`src/design/fpi_pkg.sv`:
```
// Constants and types shared by the front panel indicator logic.
package fpi_pkg;

	// ----------------------------------------------------------------
	// Clock and blink timing
	// ----------------------------------------------------------------
	localparam int unsigned CLK_HZ          = 40_000_000;        // System clock rate
	localparam int unsigned BLINK_HZ        = 1;                 // Activity blink rate
	localparam int unsigned TICK_CYCLES     = CLK_HZ / (2 * BLINK_HZ); // Half blink period
	localparam int unsigned TICK_W          = 25;                // Prescaler width
	localparam int unsigned FORCE_TOGGLE_MS = 1000;              // Shutdown toggle interval
	localparam int unsigned FORCE_TOGGLE_TICKS = (FORCE_TOGGLE_MS * 2 * BLINK_HZ) / 1000;
	localparam int unsigned XV_OFF_S        = 5;                 // Auto recovery lamp delay
	localparam int unsigned XV_OFF_TICKS    = XV_OFF_S * 2 * BLINK_HZ;
	localparam int unsigned FLASH_TICKS     = 2;                 // Message flash length

	// ----------------------------------------------------------------
	// Counter widths, link indices and reset values
	// ----------------------------------------------------------------
	localparam int unsigned FLASH_W   = 2;                       // Flash counter width
	localparam int unsigned XV_W      = 4;                       // Recovery counter width
	localparam int unsigned FORCE_W   = 2;                       // Toggle counter width
	localparam int unsigned LINK_UP   = 0;                       // Upstream link index
	localparam int unsigned LINK_DN   = 1;                       // Downstream link index
	localparam logic        LAMP_RST  = 1'b0;                    // Lamps dark in reset

	// ----------------------------------------------------------------
	// Self-test sequence
	// ----------------------------------------------------------------
	typedef enum logic [1:0] {
		FPI_TEST_GREEN,
		FPI_TEST_RED,
		FPI_TEST_BOTH,
		FPI_TEST_RUN
	} fpi_test_t;

endpackage : fpi_pkg

```
`src/design/fpi_indicator.sv`:
```
// Front panel lamp and auxiliary relay controller for a chained sequencer.
`timescale 1ns/10ps
// What this block does
// (RL1) Chain head blinks upstream lamp at 1 Hz
// (RL2) Last follower keeps downstream lamp dark
// (RL3) Power-up self-test cycles all lamp colours
// (RL4) Link message blinks that link lamp green
// (RL5) Retransmission blinks that link lamp red once
// (RL6) Lost link shows its lamp steady red
// (RL7) Stage lamp follows its outlet bank power
// (RL8) Forced shutdown blinks stage lamps, 1 s toggle
// (RL9) Power-down darkens stage lamps one by one
// (RL10) Stage three relay closes while lamp lit
// (RL11) Mains lamp green while unswitched power present
// (RL12) Protection lamp green while surge circuit healthy
// (RL13) Extreme-voltage lamp lights red on error
// (RL14) Auto recovery: lamp off 5 s later
// (RL15) Manual recovery: lamp held until cleared
// (RL16) Operator clear: off 2 s, then on; not timed here, the lamp drops on the xv_manual_clear_i pulse
// (RL17) Forced shutdown entry starts stage lamp blinking
// (RL18) All blink timing from one prescaled tick
// (RL19) Priority: self-test, then shutdown, then status
module fpi_indicator
	import fpi_pkg::*;
#(
	parameter int unsigned TICK_CYCLES_P = TICK_CYCLES        // Shorten for simulation
) (
	input  wire logic       sys_clk_i,                  // System clock
	input  wire logic       resetn_i,                   // Sync reset, active low
	input  wire logic       head_sel_i,                 // Chain head switch (pin)
	input  wire logic       voltage_recovery_select_i,  // 1 automatic, 0 by hand (pin)
	input  wire logic       has_downstream_i,           // A unit is linked downstream
	input  wire logic [1:0] link_msg_i,                 // Message passed pulse per link
	input  wire logic [1:0] link_retry_i,               // Retransmission pulse per link
	input  wire logic [1:0] link_lost_i,                // Communication lost per link
	input  wire logic [2:0] stage_on_i,                 // Outlet bank powered per stage
	input  wire logic       force_off_i,                // Forced shutdown active
	input  wire logic       mains_present_i,            // Unswitched outlets powered
	input  wire logic       protect_ok_i,               // Surge protection healthy
	input  wire logic       extreme_voltage_error_i,    // Line voltage out of limits
	input  wire logic       xv_manual_clear_i,          // Operator clear completed pulse
	output logic      [1:0] link_green_o,               // Link lamp green, 0 upstream
	output logic      [1:0] link_red_o,                 // Link lamp red, 0 upstream
	output logic      [2:0] stage_lamp_o,               // Stage lamps
	output logic            relay_common_contact_no_o,  // Stage three common-to-NO closed
	output logic            mains_lamp_o,               // Mains lamp green
	output logic            protect_lamp_o,             // Protection healthy lamp green
	output logic            xv_lamp_o                   // Extreme-voltage lamp red
);

	// ----------------------------------------------------------------
	// Switch synchronisers
	// ----------------------------------------------------------------
	logic [1:0] pin_s1_q;    // First stage, read only by second
	logic [1:0] pin_s2_q;    // Safe copies of the switches
	logic [1:0] pin_raw;     // Raw switch levels
	assign pin_raw = {voltage_recovery_select_i, head_sel_i};

	// One two-flop chain per switch
	for (genvar g = 0; g < 2; g++) begin : g_sync
		always_ff @(posedge sys_clk_i) begin
			if (!resetn_i) begin
				pin_s1_q[g] <= 1'b0;
				pin_s2_q[g] <= 1'b0;
			end else begin
				pin_s1_q[g] <= pin_raw[g];
				pin_s2_q[g] <= pin_s1_q[g];
			end
		end
	end

	logic head_q;            // Unit is chain head
	logic auto_q;            // Automatic voltage recovery
	assign head_q = pin_s2_q[0];
	assign auto_q = pin_s2_q[1];

	// ----------------------------------------------------------------
	// Blink prescaler and phases
	// ----------------------------------------------------------------
	logic [TICK_W-1:0]  tick_cnt_q, tick_cnt_d;   // Cycle count within half period
	logic               tick_q, tick_d;           // One-cycle half-period pulse
	logic               blink_q, blink_d;         // 1 Hz square wave
	logic [FORCE_W-1:0] force_cnt_q, force_cnt_d; // Ticks since last toggle
	logic               force_ph_q, force_ph_d;   // Shutdown blink phase
	logic               force_seen_q, force_seen_d; // Shutdown was active

	// Single tick drives every blink, keeping all lamps in step (see RL18)
	always_comb begin
		tick_d     = 1'b0;
		tick_cnt_d = tick_cnt_q + 1'b1;
		if (tick_cnt_q == TICK_W'(TICK_CYCLES_P - 1)) begin
			tick_cnt_d = '0;
			tick_d     = 1'b1;
		end
		blink_d      = tick_q ? ~blink_q : blink_q;
		force_seen_d = force_off_i;
		force_cnt_d  = force_cnt_q;
		force_ph_d   = force_ph_q;
		// Entry restarts the phase lit so blinking shows at once (see RL17)
		if (force_off_i && !force_seen_q) begin
			force_cnt_d = '0;
			force_ph_d  = 1'b1;
		end else if (tick_q) begin
			// Toggle every 1 s worth of ticks (see RL8)
			if (force_cnt_q == FORCE_W'(FORCE_TOGGLE_TICKS - 1)) begin
				force_cnt_d = '0;
				force_ph_d  = ~force_ph_q;
			end else begin
				force_cnt_d = force_cnt_q + 1'b1;
			end
		end
	end

	// Prescaler registers
	always_ff @(posedge sys_clk_i) begin
		if (!resetn_i) begin
			tick_cnt_q   <= '0;
			tick_q       <= 1'b0;
			blink_q      <= 1'b0;
			force_cnt_q  <= '0;
			force_ph_q   <= 1'b0;
			force_seen_q <= 1'b0;
		end else begin
			tick_cnt_q   <= tick_cnt_d;
			tick_q       <= tick_d;
			blink_q      <= blink_d;
			force_cnt_q  <= force_cnt_d;
			force_ph_q   <= force_ph_d;
			force_seen_q <= force_seen_d;
		end
	end

	// ----------------------------------------------------------------
	// Power-up self-test
	// ----------------------------------------------------------------
	fpi_test_t test_q, test_d;   // Self-test step
	logic      test_on;          // Self-test in progress

	// One colour step per tick, then normal display forever (see RL3)
	always_comb begin
		test_d = test_q;
		if (tick_q) begin
			unique case (test_q)
				FPI_TEST_GREEN: test_d = FPI_TEST_RED;
				FPI_TEST_RED:   test_d = FPI_TEST_BOTH;
				FPI_TEST_BOTH:  test_d = FPI_TEST_RUN;
				FPI_TEST_RUN:   test_d = FPI_TEST_RUN;
			endcase
		end
	end
	assign test_on = (test_q != FPI_TEST_RUN);

	// Self-test register
	always_ff @(posedge sys_clk_i) begin
		if (!resetn_i) begin
			test_q <= FPI_TEST_GREEN;
		end else begin
			test_q <= test_d;
		end
	end

	logic tst_grn;               // Green colours lit in test
	logic tst_red;               // Red colours lit in test
	assign tst_grn = (test_q == FPI_TEST_GREEN) || (test_q == FPI_TEST_BOTH);
	assign tst_red = (test_q == FPI_TEST_RED) || (test_q == FPI_TEST_BOTH);

	// ----------------------------------------------------------------
	// Link lamps
	// ----------------------------------------------------------------
	logic [FLASH_W-1:0] msg_fl_q [2];   // Green flash time left
	logic [FLASH_W-1:0] err_fl_q [2];   // Red flash time left
	logic [FLASH_W-1:0] msg_fl_d [2];
	logic [FLASH_W-1:0] err_fl_d [2];
	logic [1:0]         lnk_grn_n;      // Normal green per link
	logic [1:0]         lnk_red_n;      // Normal red per link

	for (genvar l = 0; l < 2; l++) begin : g_link
		// Events reload the flash; a new event wins over the countdown
		always_comb begin
			msg_fl_d[l] = msg_fl_q[l];
			err_fl_d[l] = err_fl_q[l];
			if (tick_q && msg_fl_q[l] != '0) msg_fl_d[l] = msg_fl_q[l] - 1'b1;
			if (tick_q && err_fl_q[l] != '0) err_fl_d[l] = err_fl_q[l] - 1'b1;
			if (link_msg_i[l]) msg_fl_d[l] = FLASH_W'(FLASH_TICKS);    // see RL4
			if (link_retry_i[l]) err_fl_d[l] = FLASH_W'(FLASH_TICKS);  // see RL5
			// Lost link is steady red, else red flash beats green flash
			lnk_red_n[l] = link_lost_i[l] || (err_fl_q[l] != '0);       // see RL6
			lnk_grn_n[l] = !lnk_red_n[l] && (msg_fl_q[l] != '0);        // see RL4
		end

		// Flash counters
		always_ff @(posedge sys_clk_i) begin
			if (!resetn_i) begin
				msg_fl_q[l] <= '0;
				err_fl_q[l] <= '0;
			end else begin
				msg_fl_q[l] <= msg_fl_d[l];
				err_fl_q[l] <= err_fl_d[l];
			end
		end
	end

	// ----------------------------------------------------------------
	// Extreme-voltage latch
	// ----------------------------------------------------------------
	logic            xv_q, xv_d;           // Error shown
	logic [XV_W-1:0] xv_cnt_q, xv_cnt_d;   // Ticks since voltage recovered

	// Error sets and wins over any clear in the same cycle (see RL13)
	always_comb begin
		xv_d     = xv_q;
		xv_cnt_d = xv_cnt_q;
		if (extreme_voltage_error_i) begin
			xv_d     = 1'b1;
			xv_cnt_d = '0;
		end else if (xv_q && auto_q) begin
			// Tick granularity: lamp goes off 4.5 to 5 s after recovery (see RL14)
			if (tick_q) begin
				if (xv_cnt_q == XV_W'(XV_OFF_TICKS - 1)) begin
					xv_d     = 1'b0;
					xv_cnt_d = '0;
				end else begin
					xv_cnt_d = xv_cnt_q + 1'b1;
				end
			end
		end else if (xv_q && xv_manual_clear_i) begin
			// Operator sequence is timed outside this block (see RL15, RL16)
			xv_d = 1'b0;
		end
	end

	// Extreme-voltage registers
	always_ff @(posedge sys_clk_i) begin
		if (!resetn_i) begin
			xv_q     <= 1'b0;
			xv_cnt_q <= '0;
		end else begin
			xv_q     <= xv_d;
			xv_cnt_q <= xv_cnt_d;
		end
	end

	// ----------------------------------------------------------------
	// Lamp selection and output registers
	// ----------------------------------------------------------------
	logic [1:0] grn_d, red_d;    // Link lamp next values
	logic [2:0] stage_d;         // Stage lamp next values
	logic       mains_d, prot_d, xv_lamp_d;

	// Self-test first, then shutdown blink, then status (see RL19)
	always_comb begin
		grn_d = lnk_grn_n;
		red_d = lnk_red_n;
		if (head_q) begin
			grn_d[LINK_UP] = blink_q;                // see RL1
			red_d[LINK_UP] = 1'b0;
		end else if (!has_downstream_i) begin
			grn_d[LINK_DN] = 1'b0;                   // see RL2
			red_d[LINK_DN] = 1'b0;
		end
		// Lamps drop one by one as banks drop (see RL7, RL9)
		stage_d    = force_off_i ? {3{force_ph_q}} : stage_on_i;   // see RL8
		mains_d    = mains_present_i;                // see RL11
		prot_d     = protect_ok_i;                   // see RL12
		xv_lamp_d  = xv_q;                           // see RL13
		if (test_on) begin
			grn_d      = {2{tst_grn}};               // see RL3
			red_d      = {2{tst_red}};
			stage_d    = {3{tst_grn}};
			mains_d    = tst_grn;
			prot_d     = tst_grn;
			xv_lamp_d  = tst_red;
		end
	end

	// Every output straight from a flop; relay mirrors stage three
	always_ff @(posedge sys_clk_i) begin
		if (!resetn_i) begin
			link_green_o              <= {2{LAMP_RST}};
			link_red_o                <= {2{LAMP_RST}};
			stage_lamp_o              <= {3{LAMP_RST}};
			relay_common_contact_no_o <= LAMP_RST;
			mains_lamp_o              <= LAMP_RST;
			protect_lamp_o            <= LAMP_RST;
			xv_lamp_o                 <= LAMP_RST;
		end else begin
			link_green_o              <= grn_d;
			link_red_o                <= red_d;
			stage_lamp_o              <= stage_d;
			relay_common_contact_no_o <= stage_d[2];  // see RL10
			mains_lamp_o              <= mains_d;
			protect_lamp_o            <= prot_d;
			xv_lamp_o                 <= xv_lamp_d;
		end
	end
endmodule : fpi_indicator

```
`config.mk`:
```
export PLATFORM = sky130hd
export DESIGN_NAME = fpi_indicator
export DESIGN_NICKNAME = d
export VERILOG_FILES = /design/src/design/fpi_pkg.sv /design/src/design/fpi_indicator.sv
export SDC_FILE = /design/constraint.sdc
export NUM_CORES = 1
export LEC_CHECK = 0
export BUFFER_PORTS_ARGS = -buffer_cell sky130_fd_sc_hd__buf_4
export CAP_MARGIN = 20
export CORE_MARGIN = 3
export CORE_UTILIZATION = 29
export CTS_BUF_LIST = sky130_fd_sc_hd__clkbuf_16
export DETAILED_ROUTE_END_ITERATION = 7
export PLACE_DENSITY = 0.52
export SYNTH_ARGS = -nofsm -noshare
export SYNTH_HDL_FRONTEND = slang
export SYNTH_SLANG_ARGS = --single-unit
```
`constraint.sdc`:
```
create_clock -name sys_clk_i -period 2.6 [get_ports sys_clk_i]
set_clock_uncertainty 0.15 [all_clocks]
set_input_delay 0.13 -clock sys_clk_i [delete_from_list [all_inputs] [get_ports sys_clk_i]]
set_output_delay 0.13 -clock sys_clk_i [all_outputs]
set_load 0.005 [all_outputs]
```
==> results of run 1 <==
-- worst max-delay path by stage --
| stage | endpoint | start |
|---|---|---|
| 4_1_cts | tick_cnt_q[21] | tick_cnt_q[8] |
| 3_3_place_gp | tick_cnt_q[21] | tick_cnt_q[8] |
| 6_report | tick_cnt_q[21] | tick_cnt_q[8] |
| 2_1_floorplan | tick_cnt_q[20] | tick_cnt_q[0] |
| 3_5_place_dp | tick_cnt_q[21] | tick_cnt_q[8] |
| 5_1_grt | tick_cnt_q[21] | tick_cnt_q[8] |
-- cell usage in the layout (no fill, tap or decap), types with 11 or more instances in the layout --
| cell type | netlist | layout |
|---|---|---|
| nor2_1 | 22 | 22 |
| o21ai_0 | 12 | 12 |
| nand3_1 | 11 | 11 |
| a21oi_1 | 12 | 12 |
| inv_1 | 14 | 14 |
| xor2_1 | 11 | 11 |
| nand2_1 | 18 | 18 |
| a21boi_0 | 11 | 11 |
| buf_4 | 2 | 32 |
| dfxtp_1 | 60 | 60 |
-- worst max-delay path, delay by kind of cell, from the launching register on --
| kind | cells | cell delay [ns] |
|---|---|---|
| AND/OR/NAND/NOR | 3 | 1.17 |
| AO/OA/AOI/OAI | 1 | 0.15 |
| flip-flops | 1 | 0.43 |
-- layout make-up --
cell class	count	area [um2]	share of cell area (%)
clock inverter	7	97.6	2.82
clock buffer	9	225	6.52
tap	108	135	3.91
inverter	14	52.6	1.52
timing repair buffer	42	340	9.85
sequential	60	1200	34.8
multi-input combinational	210	1400	40.6
-- per-stage QoR --
stage | cell area (um2) | utilization (%) | hold slack, ns
after floorplan | 2730 | - | 0.0560
after global placement | 3030 | 33.9 | 0.156
after detailed placement | 3030 | 33.9 | 0.158
after CTS | 3460 | 38.7 | 0.0294
after global routing | 3460 | 38.7 | 0.0472
final | 3460 | 38.7 | 0.0559
-- registers in the layout, indices dropped and copies added, names as in the netlist --
register	flops
auto_q	1
blink_q	1
err_fl_q	4
force_cnt_q	2
force_ph_q	1
force_seen_q	1
head_q	1
link_green_o	2
link_red_o	2
mains_lamp_o	1
msg_fl_q	4
pin_s1_q	2
protect_lamp_o	1
stage_lamp_o	3
test_q	2
tick_cnt_q	25
tick_q	1
xv_cnt_q	4
xv_lamp_o	1
xv_q	1
-- routing by layer --
layer  global-route usage [%]  vias up
li1                         -     1125
met1                     12.4      973
met2                     18.5       39
met3                     3.92        8
met4                     4.48        0
met5                        0        -
-- power by group through the flow --
| stage | clock, mW | combinational (mW) | sequential, mW |
|---|---|---|---|
| after global routing | 1.35 | 0.115 | 0.952 |
| after global placement | 0 | 0.0918 | 0.970 |
| after detailed placement | 0 | 0.0926 | 0.970 |
| final | 1.27 | 0.101 | 0.950 |
| after floorplan | 0 | 0.0480 | 0.969 |
| after CTS | 1.31 | 0.105 | 0.950 |
-- cells by family after synthesis --
logic type	Yosys count	share of synthesized area, %
and+or+nand+nor	121	25.8
DFF	60	44.0
AOI/OAI and AO/OA	59	14.4
buffers and inverters	27	4.68
xor gates and xnor gates	20	6.42
adders and majority gates	10	4.59
-- repair_timing --
action	in CTS	in global routing
setup endpoints to repair	0	0
setup buffers	0	0
endpoints found under the hold margin	15	0
hold buffers	10	0
==> impl_metrics.json, run 1 <==
{
  "ff2ff_setup_slack_ns": 0.62,
  "max-clock-path-buffers": 2,
  "power_density_nw_per_um2": 672,
  "cts_tree": "done",
  "r2r-end": "tick_cnt_q[21]",
  "grt-ovfl-total": 0,
  "groute.usage.overall_pct": 10.9,
  "ys_seq_area_share_pct": 44.0,
  "yosysTopAreaCell": "dfxtp_1",
  "crit_type": "flop to flop",
  "worstSetupStartpointType": "flop",
  "synth_area_leaders": "dfxtp_1 44%, ha_1 4.6%, xor2_1 3.5%, a21boi_0 3.0%, nor2_1 3.0%",
  "status": "finished clean",
  "seqPwrFrac_pct": 40.9,
  "slew-limit-headroom_pct": 70.1,
  "min_to": "link_red_o[1]",
  "numCtsBuffers": 9,
  "reg2reg_from": "tick_cnt_q[8]",
  "async_flop_share_pct": 0,
  "maxCapViolCount": 0,
  "wl_met1_mm": 2.38,
  "p_total_mw": 2.32,
  "worstHoldPathCells": 4,
  "dieArea_um2": 10600,
  "core_um2": 8930,
  "worst_pin_slew_ns": 0.447,
  "setup_viol": 0,
  "cp-end-kind": "flop",
  "ctsResizeCount": 0,
  "via_per_inst": 4.77,
  "synth.distinct_cells": 44,
  "wire_per_inst_um": 11.7,
  "cts_sinks": 60,
  "n_antenna_cell": 0,
  "crit_slowest_cell": "or4_1",
  "final_max_slew_viol_count": 0,
  "dpl.hpwl_mm": 3.68,
  "firstDrtPassIters": 4,
  "rsz0062_at_grt": "false",
  "grt_pass1_wl_mm": 9.05,
  "required_ns": 2.70,
  "yosysWarningCount": 0,
  "synth_ff_type": "dfxtp_1",
  "clk-insertion-delay-late_ns": 0.32,
  "met2_length_mm": 2.55,
  "dr_wl_met3_um": 245,
  "syn-num-nets": 326,
  "p_leak_nw": 1.31,
  "yosysMostFrequentCell": "dfxtp_1",
  "rr_worst_depth": 4,
  "crit_chain": "and4_4 -> nand4_2 -> or4_1 -> a21oi_1",
  "critPathArrivalTime_ns": 2.08,
  "avgSynthCellArea_um2": 9.18,
  "die_w_um": 103,
  "yosys-top-cells-count": "60 x dfxtp_1, 22 x nor2_1, 18 x nand2_1, 14 x inv_1",
  "gp_congestion": 0.734,
  "hold_class": "input pin to flop",
  "num_rows": 34,
  "drcViolationCount": 0,
  "fin_cells": 450,
  "vias": 2145,
  "place_inst": 424,
  "grt_max_degree": 39,
  "swShare_pct": 20.6,
  "die_h_um": 103,
  "io_pins": 30,
  "period_needed_ns": 1.98,
  "fmax_mhz": 506,
  "finalHoldViolCount": 0,
  "top_layer": "met4",
  "vdd_drop_max_v": 0.000316,
  "drt-total-wl_mm": 5.26,
  "pre_cts_ws_ns": 0.641,
  "synth-seq-cells": 60,
  "comb_power_share_pct": 4.4,
  "min-delay-start": "link_lost_i[1]",
  "power.switching_mw": 0.477,
  "grt_pass1_vias": 2076,
  "cts-root-buf": "clkbuf_16",
  "drt_iter0_drc": 51,
  "synthCells": 297,
  "htreeDepth": 3,
  "synth_area_um2": 2730,
  "synth-edff-count": 0,
  "layout-drive-gt1-share_pct": 17.8,
  "p_clk_share_pct": 54.7,
  "syn_to_final_growth_pct": 26.7,
  "io_buffers": 29,
  "clkTransAtPathRegs_ns": 0.06,
  "setup_tns_ns": 0,
  "cp_slowest_stage_delay_ns": 0.59,
  "nets": 366,
  "fill_cells": 928,
  "antenna_found_initial": 0,
  "finalCritPeriodShare_pct": 76.0,
  "power.internal_mw": 1.84,
  "ant_nets": 0,
  "initial_core_util_pct": 30.5,
  "final.setup.worst_slack_ns": 0.623,
  "yosysTopAreaCellShare_pct": 44.0,
  "path_max_fanout": 16
}
Note: power is estimated with default switching activity, not from simulation.
==> inputs of run 2 (changes only) <==
==> constraint.sdc (replaced) <==
create_clock -name sys_clk_i -period 2 [get_ports sys_clk_i]
set_clock_uncertainty 0.15 [all_clocks]
set_input_delay 0.1 -clock sys_clk_i [delete_from_list [all_inputs] [get_ports sys_clk_i]]
set_output_delay 0.1 -clock sys_clk_i [all_outputs]
set_load 0.005 [all_outputs]
==> run 2 against run 1 <==
- combinational power is 35% higher
- setup slack lost 0.48 ns
- wire length up 3.4%
- critical path type unchanged
- critical endpoint is now tick_cnt_q[24]
- highest routed layer unchanged
==> impl_metrics.json, run 2 (synthesis gave the netlist of run 1 again) <==
{
  "p_total_mw": 3.12,
  "r2r-end": "tick_cnt_q[24]",
  "min_to": "err_fl_q[0][1]",
  "slew-limit-headroom_pct": 73.2,
  "mostFrequentLayoutCells": "60 x dfxtp_1, 45 x buf_4, 22 x nor2_1, 17 x nand2_1, 15 x inv_1",
  "finalCritPeriodShare_pct": 92.8,
  "io_pins": 30,
  "fmax_mhz": 539,
  "wire_per_inst_um": 11.7,
  "num_rows": 34,
  "reg2reg_from": "tick_cnt_q[0]",
  "numCtsBuffers": 9,
  "maxCapViolCount": 0,
  "critPathTopFamily": "simple AND/OR/NAND/NOR gates",
  "max-clock-path-buffers": 2,
  "core_um2": 8930,
  "fin_cells": 464,
  "finalHoldViolCount": 0,
  "cts-root-buf": "clkbuf_16",
  "placed_cell_area_um2": 3130,
  "crit_buf_inv": 0,
  "final_max_slew_viol_count": 0,
  "cp_slowest_stage_delay_ns": 0.54,
  "hold_class": "input pin to flop",
  "vdd_drop_max_v": 0.000680,
  "worst_pin_slew_ns": 0.401,
  "min-delay-start": "resetn_i",
  "antenna_found_initial": 0,
  "layout_commonest_cell": "dfxtp_1",
  "gp_congestion": 0.813,
  "n_antenna_cell": 0,
  "final.setup.worst_slack_ns": 0.145,
  "final_area_um2": 3600,
  "status": "finished clean",
  "timing.hold.ws_ns": 0.0588,
  "setup_tns_ns": 0,
  "power_density_nw_per_um2": 865,
  "period_needed_ns": 1.86,
  "crit_slowest_cell": "or4_4",
  "vias": 2209,
  "grt_pass1_vias": 2224,
  "die_w_um": 103,
  "clk-insertion-delay-late_ns": 0.32,
  "initial_core_util_pct": 30.5,
  "rr_worst_depth": 5,
  "io_buffers": 29,
  "dpl.hpwl_mm": 3.87,
  "required_ns": 2.11,
  "path_max_fanout": 11,
  "firstDrtPassIters": 4,
  "via_per_inst": 4.76,
  "rsz0062_at_grt": "false",
  "regMostFlops": "tick_cnt_q",
  "htreeDepth": 3,
  "cp-end-kind": "flop",
  "crit_type": "flop to flop",
  "drt-total-wl_mm": 5.44,
  "fin_util_pct": 40.4,
  "ant_nets": 0,
  "worstHoldPathCells": 2,
  "cts_tree": "done",
  "clkTransAtPathRegs_ns": 0.06,
  "drt_iter0_drc": 64,
  "grt_max_degree": 39,
  "cts_sinks": 60,
  "crit_chain": "ha_1 -> and3_2 -> nand2_4 -> or4_4 -> a21oi_2",
  "largest_reg_flops": 25,
  "layout-drive-gt1-share_pct": 21.1,
  "syn_to_final_growth_pct": 32.2,
  "place_inst": 437,
  "die_h_um": 103,
  "worstSetupStartpointType": "flop",
  "nets": 380,
  "critPathArrivalTime_ns": 1.96,
  "grt_pass1_wl_mm": 9.89,
  "ff2ff_setup_slack_ns": 0.14,
  "grt-ovfl-total": 0,
  "pre_cts_ws_ns": 0.0994,
  "setup_viol": 0,
  "groute.usage.overall_pct": 11.8,
  "drcViolationCount": 0,
  "p_leak_nw": 1.42,
  "dieArea_um2": 10600
}
==> run 2: how the worst max path moves through the flow <==
| stage | startpoint | end | depth (start not counted) |
|---|---|---|---|
| 2_1_floorplan | tick_cnt_q[0] | tick_cnt_q[20] | 6 |
| 3_3_place_gp | tick_cnt_q[16] | tick_cnt_q[19] | 5 |
| 3_5_place_dp | tick_cnt_q[6] | tick_cnt_q[21] | 4 |
| 4_1_cts | tick_cnt_q[6] | tick_cnt_q[21] | 4 |
| 5_1_grt | tick_cnt_q[6] | tick_cnt_q[21] | 4 |
| 6_report | tick_cnt_q[0] | tick_cnt_q[24] | 5 |
==> run 2: where the power goes <==
| part | leakage (nW) | switching [mW] | total (mW) | internal [mW] |
|---|---|---|---|---|
| Sequential | 0.490 | 0.0129 | 1.24 | 1.22 |
| Combinational | 0.760 | 0.0544 | 0.136 | 0.0819 |
| Clock | 0.171 | 0.532 | 1.74 | 1.21 |
==> run 2: layer usage <==
layer | vias up | track usage [%] | wire (um)
li1 | 1153 | - | -
met1 | 1015 | 14.3 | 2570
met2 | 32 | 19.6 | 2580
met3 | 9 | 4.06 | 216
met4 | 0 | 3.88 | 80
met5 | - | 0 | 0
==> run 2: cell type report <==
type	count	area, um2
fillers	890	5330
multi-input cells	210	1430
flip-flops and latches	60	1200
repair buffers	56	448
clock buffers	9	225
well taps	108	135
clock inverters	7	116
inverters	14	52.6
==> run 2: timing repair <==
action / 4_1_cts / 5_1_grt
setup endpoints to repair: 0 / 21
setup buffers: 0 / 0
gates resized for setup: 0 / 4
hold endpoints to repair: 20 / 0
hold buffers: 11 / 0
==> inputs of run 3 (changes only) <==
--- a/config.mk
+++ b/config.mk
@@ -11,7 +11,7 @@
 export CORE_UTILIZATION = 29
 export CTS_BUF_LIST = sky130_fd_sc_hd__clkbuf_16
 export DETAILED_ROUTE_END_ITERATION = 7
-export PLACE_DENSITY = 0.52
+export PLACE_DENSITY = 0.54
 export SYNTH_ARGS = -nofsm -noshare
 export SYNTH_HDL_FRONTEND = slang
 export SYNTH_SLANG_ARGS = --single-unit
==> constraint.sdc (replaced) <==
create_clock -name sys_clk_i -period 1.6 [get_ports sys_clk_i]
set_clock_uncertainty 0.15 [all_clocks]
set_input_delay 0.08 -clock sys_clk_i [delete_from_list [all_inputs] [get_ports sys_clk_i]]
set_output_delay 0.08 -clock sys_clk_i [all_outputs]
set_load 0.005 [all_outputs]
==> run 3 against run 2 <==
- the run now ends with negative setup slack left
- worst hold slack worse by 0.033 ns
- final cell count up 7.8%
- clock power up 17%
- wire length up 13%
- cell area up 13%
- critical path depth unchanged
- non-clock buffer count up 35
- core utilization up 5.2 points
- register-to-register slack worse by 0.22 ns
- combinational power up 51%
- sequential power up 25%
- critical path type unchanged
- critical endpoint is now tick_cnt_q[20]
- highest routed layer unchanged
==> impl_metrics.json, run 3 (synthesis gave the netlist of run 1 again) <==
{
  "io_pins": 30,
  "fmax_mhz": 599,
  "hold_class": "input pin to flop",
  "critPathArrivalTime_ns": 1.78,
  "rsz0062_at_grt": "true",
  "cts_tree": "done",
  "numCtsBuffers": 9,
  "grt_max_degree": 25,
  "layout_commonest_cell": "buf_4",
  "setup_viol": 22,
  "violations": "negative setup slack",
  "io_buffers": 29,
  "crit_type": "flop to flop",
  "wire_per_inst_um": 12.3,
  "status": "finished with violations",
  "die_h_um": 103,
  "max-clock-path-buffers": 2,
  "drt_iter0_drc": 91,
  "vdd_drop_max_v": 0.000501,
  "num_rows": 34,
  "path_max_fanout": 8,
  "setup_tns_ns": -1.08,
  "cts_sinks": 60,
  "n_antenna_cell": 0,
  "grt_pass1_vias": 2327,
  "min-delay-start": "has_downstream_i",
  "slew-limit-headroom_pct": 79.5,
  "firstDrtPassIters": 4,
  "required_ns": 1.71,
  "power_density_nw_per_um2": 930,
  "final.setup.worst_slack_ns": -0.0707,
  "syn_to_final_growth_pct": 49.2,
  "groute.usage.overall_pct": 12.2,
  "antenna_found_initial": 0,
  "finalHoldViolCount": 0,
  "initial_core_util_pct": 30.5,
  "cp-end-kind": "flop",
  "nets": 416,
  "p_total_mw": 3.78,
  "gp_congestion": 0.781,
  "mostFrequentLayoutCells": "74 x buf_4, 42 x dfxtp_1, 17 x nand2_1, 17 x dfxtp_2, 15 x inv_1",
  "cts-root-buf": "clkbuf_16",
  "worst_pin_slew_ns": 0.305,
  "ant_nets": 0,
  "clk-insertion-delay-late_ns": 0.32,
  "regMostFlops": "tick_cnt_q",
  "reg2reg_from": "tick_cnt_q[0]",
  "dpl.hpwl_mm": 4.18,
  "period_needed_ns": 1.67,
  "largest_reg_flops": 25,
  "layout-drive-gt1-share_pct": 38.8,
  "dieArea_um2": 10600,
  "p_leak_nw": 1.64,
  "via_per_inst": 4.76,
  "grt-ovfl-total": 0,
  "vias": 2378,
  "maxCapViolCount": 0,
  "critPathLaunch": "tick_cnt_q[0]",
  "drt-total-wl_mm": 6.13,
  "core_um2": 8930,
  "htreeDepth": 3,
  "worstSetupStartpointType": "flop",
  "fill_cells": 859,
  "final_max_slew_viol_count": 0,
  "die_w_um": 103,
  "drcViolationCount": 0,
  "finalCritPeriodShare_pct": 104,
  "grt_pass1_wl_mm": 10.2,
  "clkTransAtPathRegs_ns": 0.05
}
-- run 3: changes by cell type in the layout (fill, tap and decap cells not counted), sizes merged --
| cell | before | now |
|---|---|---|
| dlygate4sd3 | 11 | 12 |
| bufinv | 3 | 2 |
| buf | 45 | 79 |
| nand4 | 5 | 6 |
| clkinvlp | 0 | 2 |
| clkinv | 3 | 2 |
-- run 3: per-stage QoR --
step	instance area, um2	cells	setup WS, ns	util [%]	hold WS [ns]
final	4070	500	-0.0707	45.5	0.0262
after global routing	4070	500	-0.157	45.5	0.0676
after CTS	3950	498	-0.0767	44.3	0.0256
after detailed placement	3370	464	-0.219	37.7	0.109
after global placement	3370	464	-0.201	37.7	0.106
after floorplan	2770	297	-0.0773	-	0.00602
-- run 3: path summary, 6_finish.rpt --
path / depth (start not counted) / endpoint / slack (ns)
setup reg to reg: 5 / tick_cnt_q[20] / -0.07
hold / removal: 4 / link_red_o[1] / 0.03
hold reg to reg: 1 / head_q / 0.28
setup / recovery: 5 / tick_cnt_q[20] / -0.07
-- run 3: per-layer routing --
layer / vias to the layer above / wire (um) / GRT usage, %
met1: 1108 / 2760 / 14.4
met4: 0 / 118 / 3.88
met5: - / 0 / 0
met3: 13 / 216 / 3.86
li1: 1218 / - / -
met2: 39 / 3040 / 21.0
-- run 3: critical path: stages (launching register included) --
cell,delay (ns)
dfxtp_4,0.36
ha_4,0.14
and3_4,0.24
nand2_8,0.08
or4_4,0.52
a21oi_2,0.12
-- run 3: power by group --
part / internal [mW] / switching [mW]
Combinational: 0.125 / 0.0801
Clock: 1.35 / 0.679
Sequential: 1.53 / 0.0178
Total: 3.01 / 0.777
-- run 3: what timing repair did --
item | CTS | global route
gates cloned | 1 | 0
endpoints found under the hold margin | 27 | 0
hold buffers | 12 | 0
buffers inserted | 5 | 2
pin swaps | 11 | 13
endpoints found under the setup margin | 23 | 32
gates resized for setup | 26 | 31
-- run 3: area by class of cell --
class / instances / area, um2 / area share, %
multi-input cells: 211 / 1610 / 39.5
flip-flops and latches: 60 / 1230 / 30.1
repair buffers: 91 / 732 / 18.0
clock buffers: 9 / 225 / 5.54
well taps: 108 / 135 / 3.32
clock inverters: 7 / 92.6 / 2.28
inverters: 14 / 52.6 / 1.29
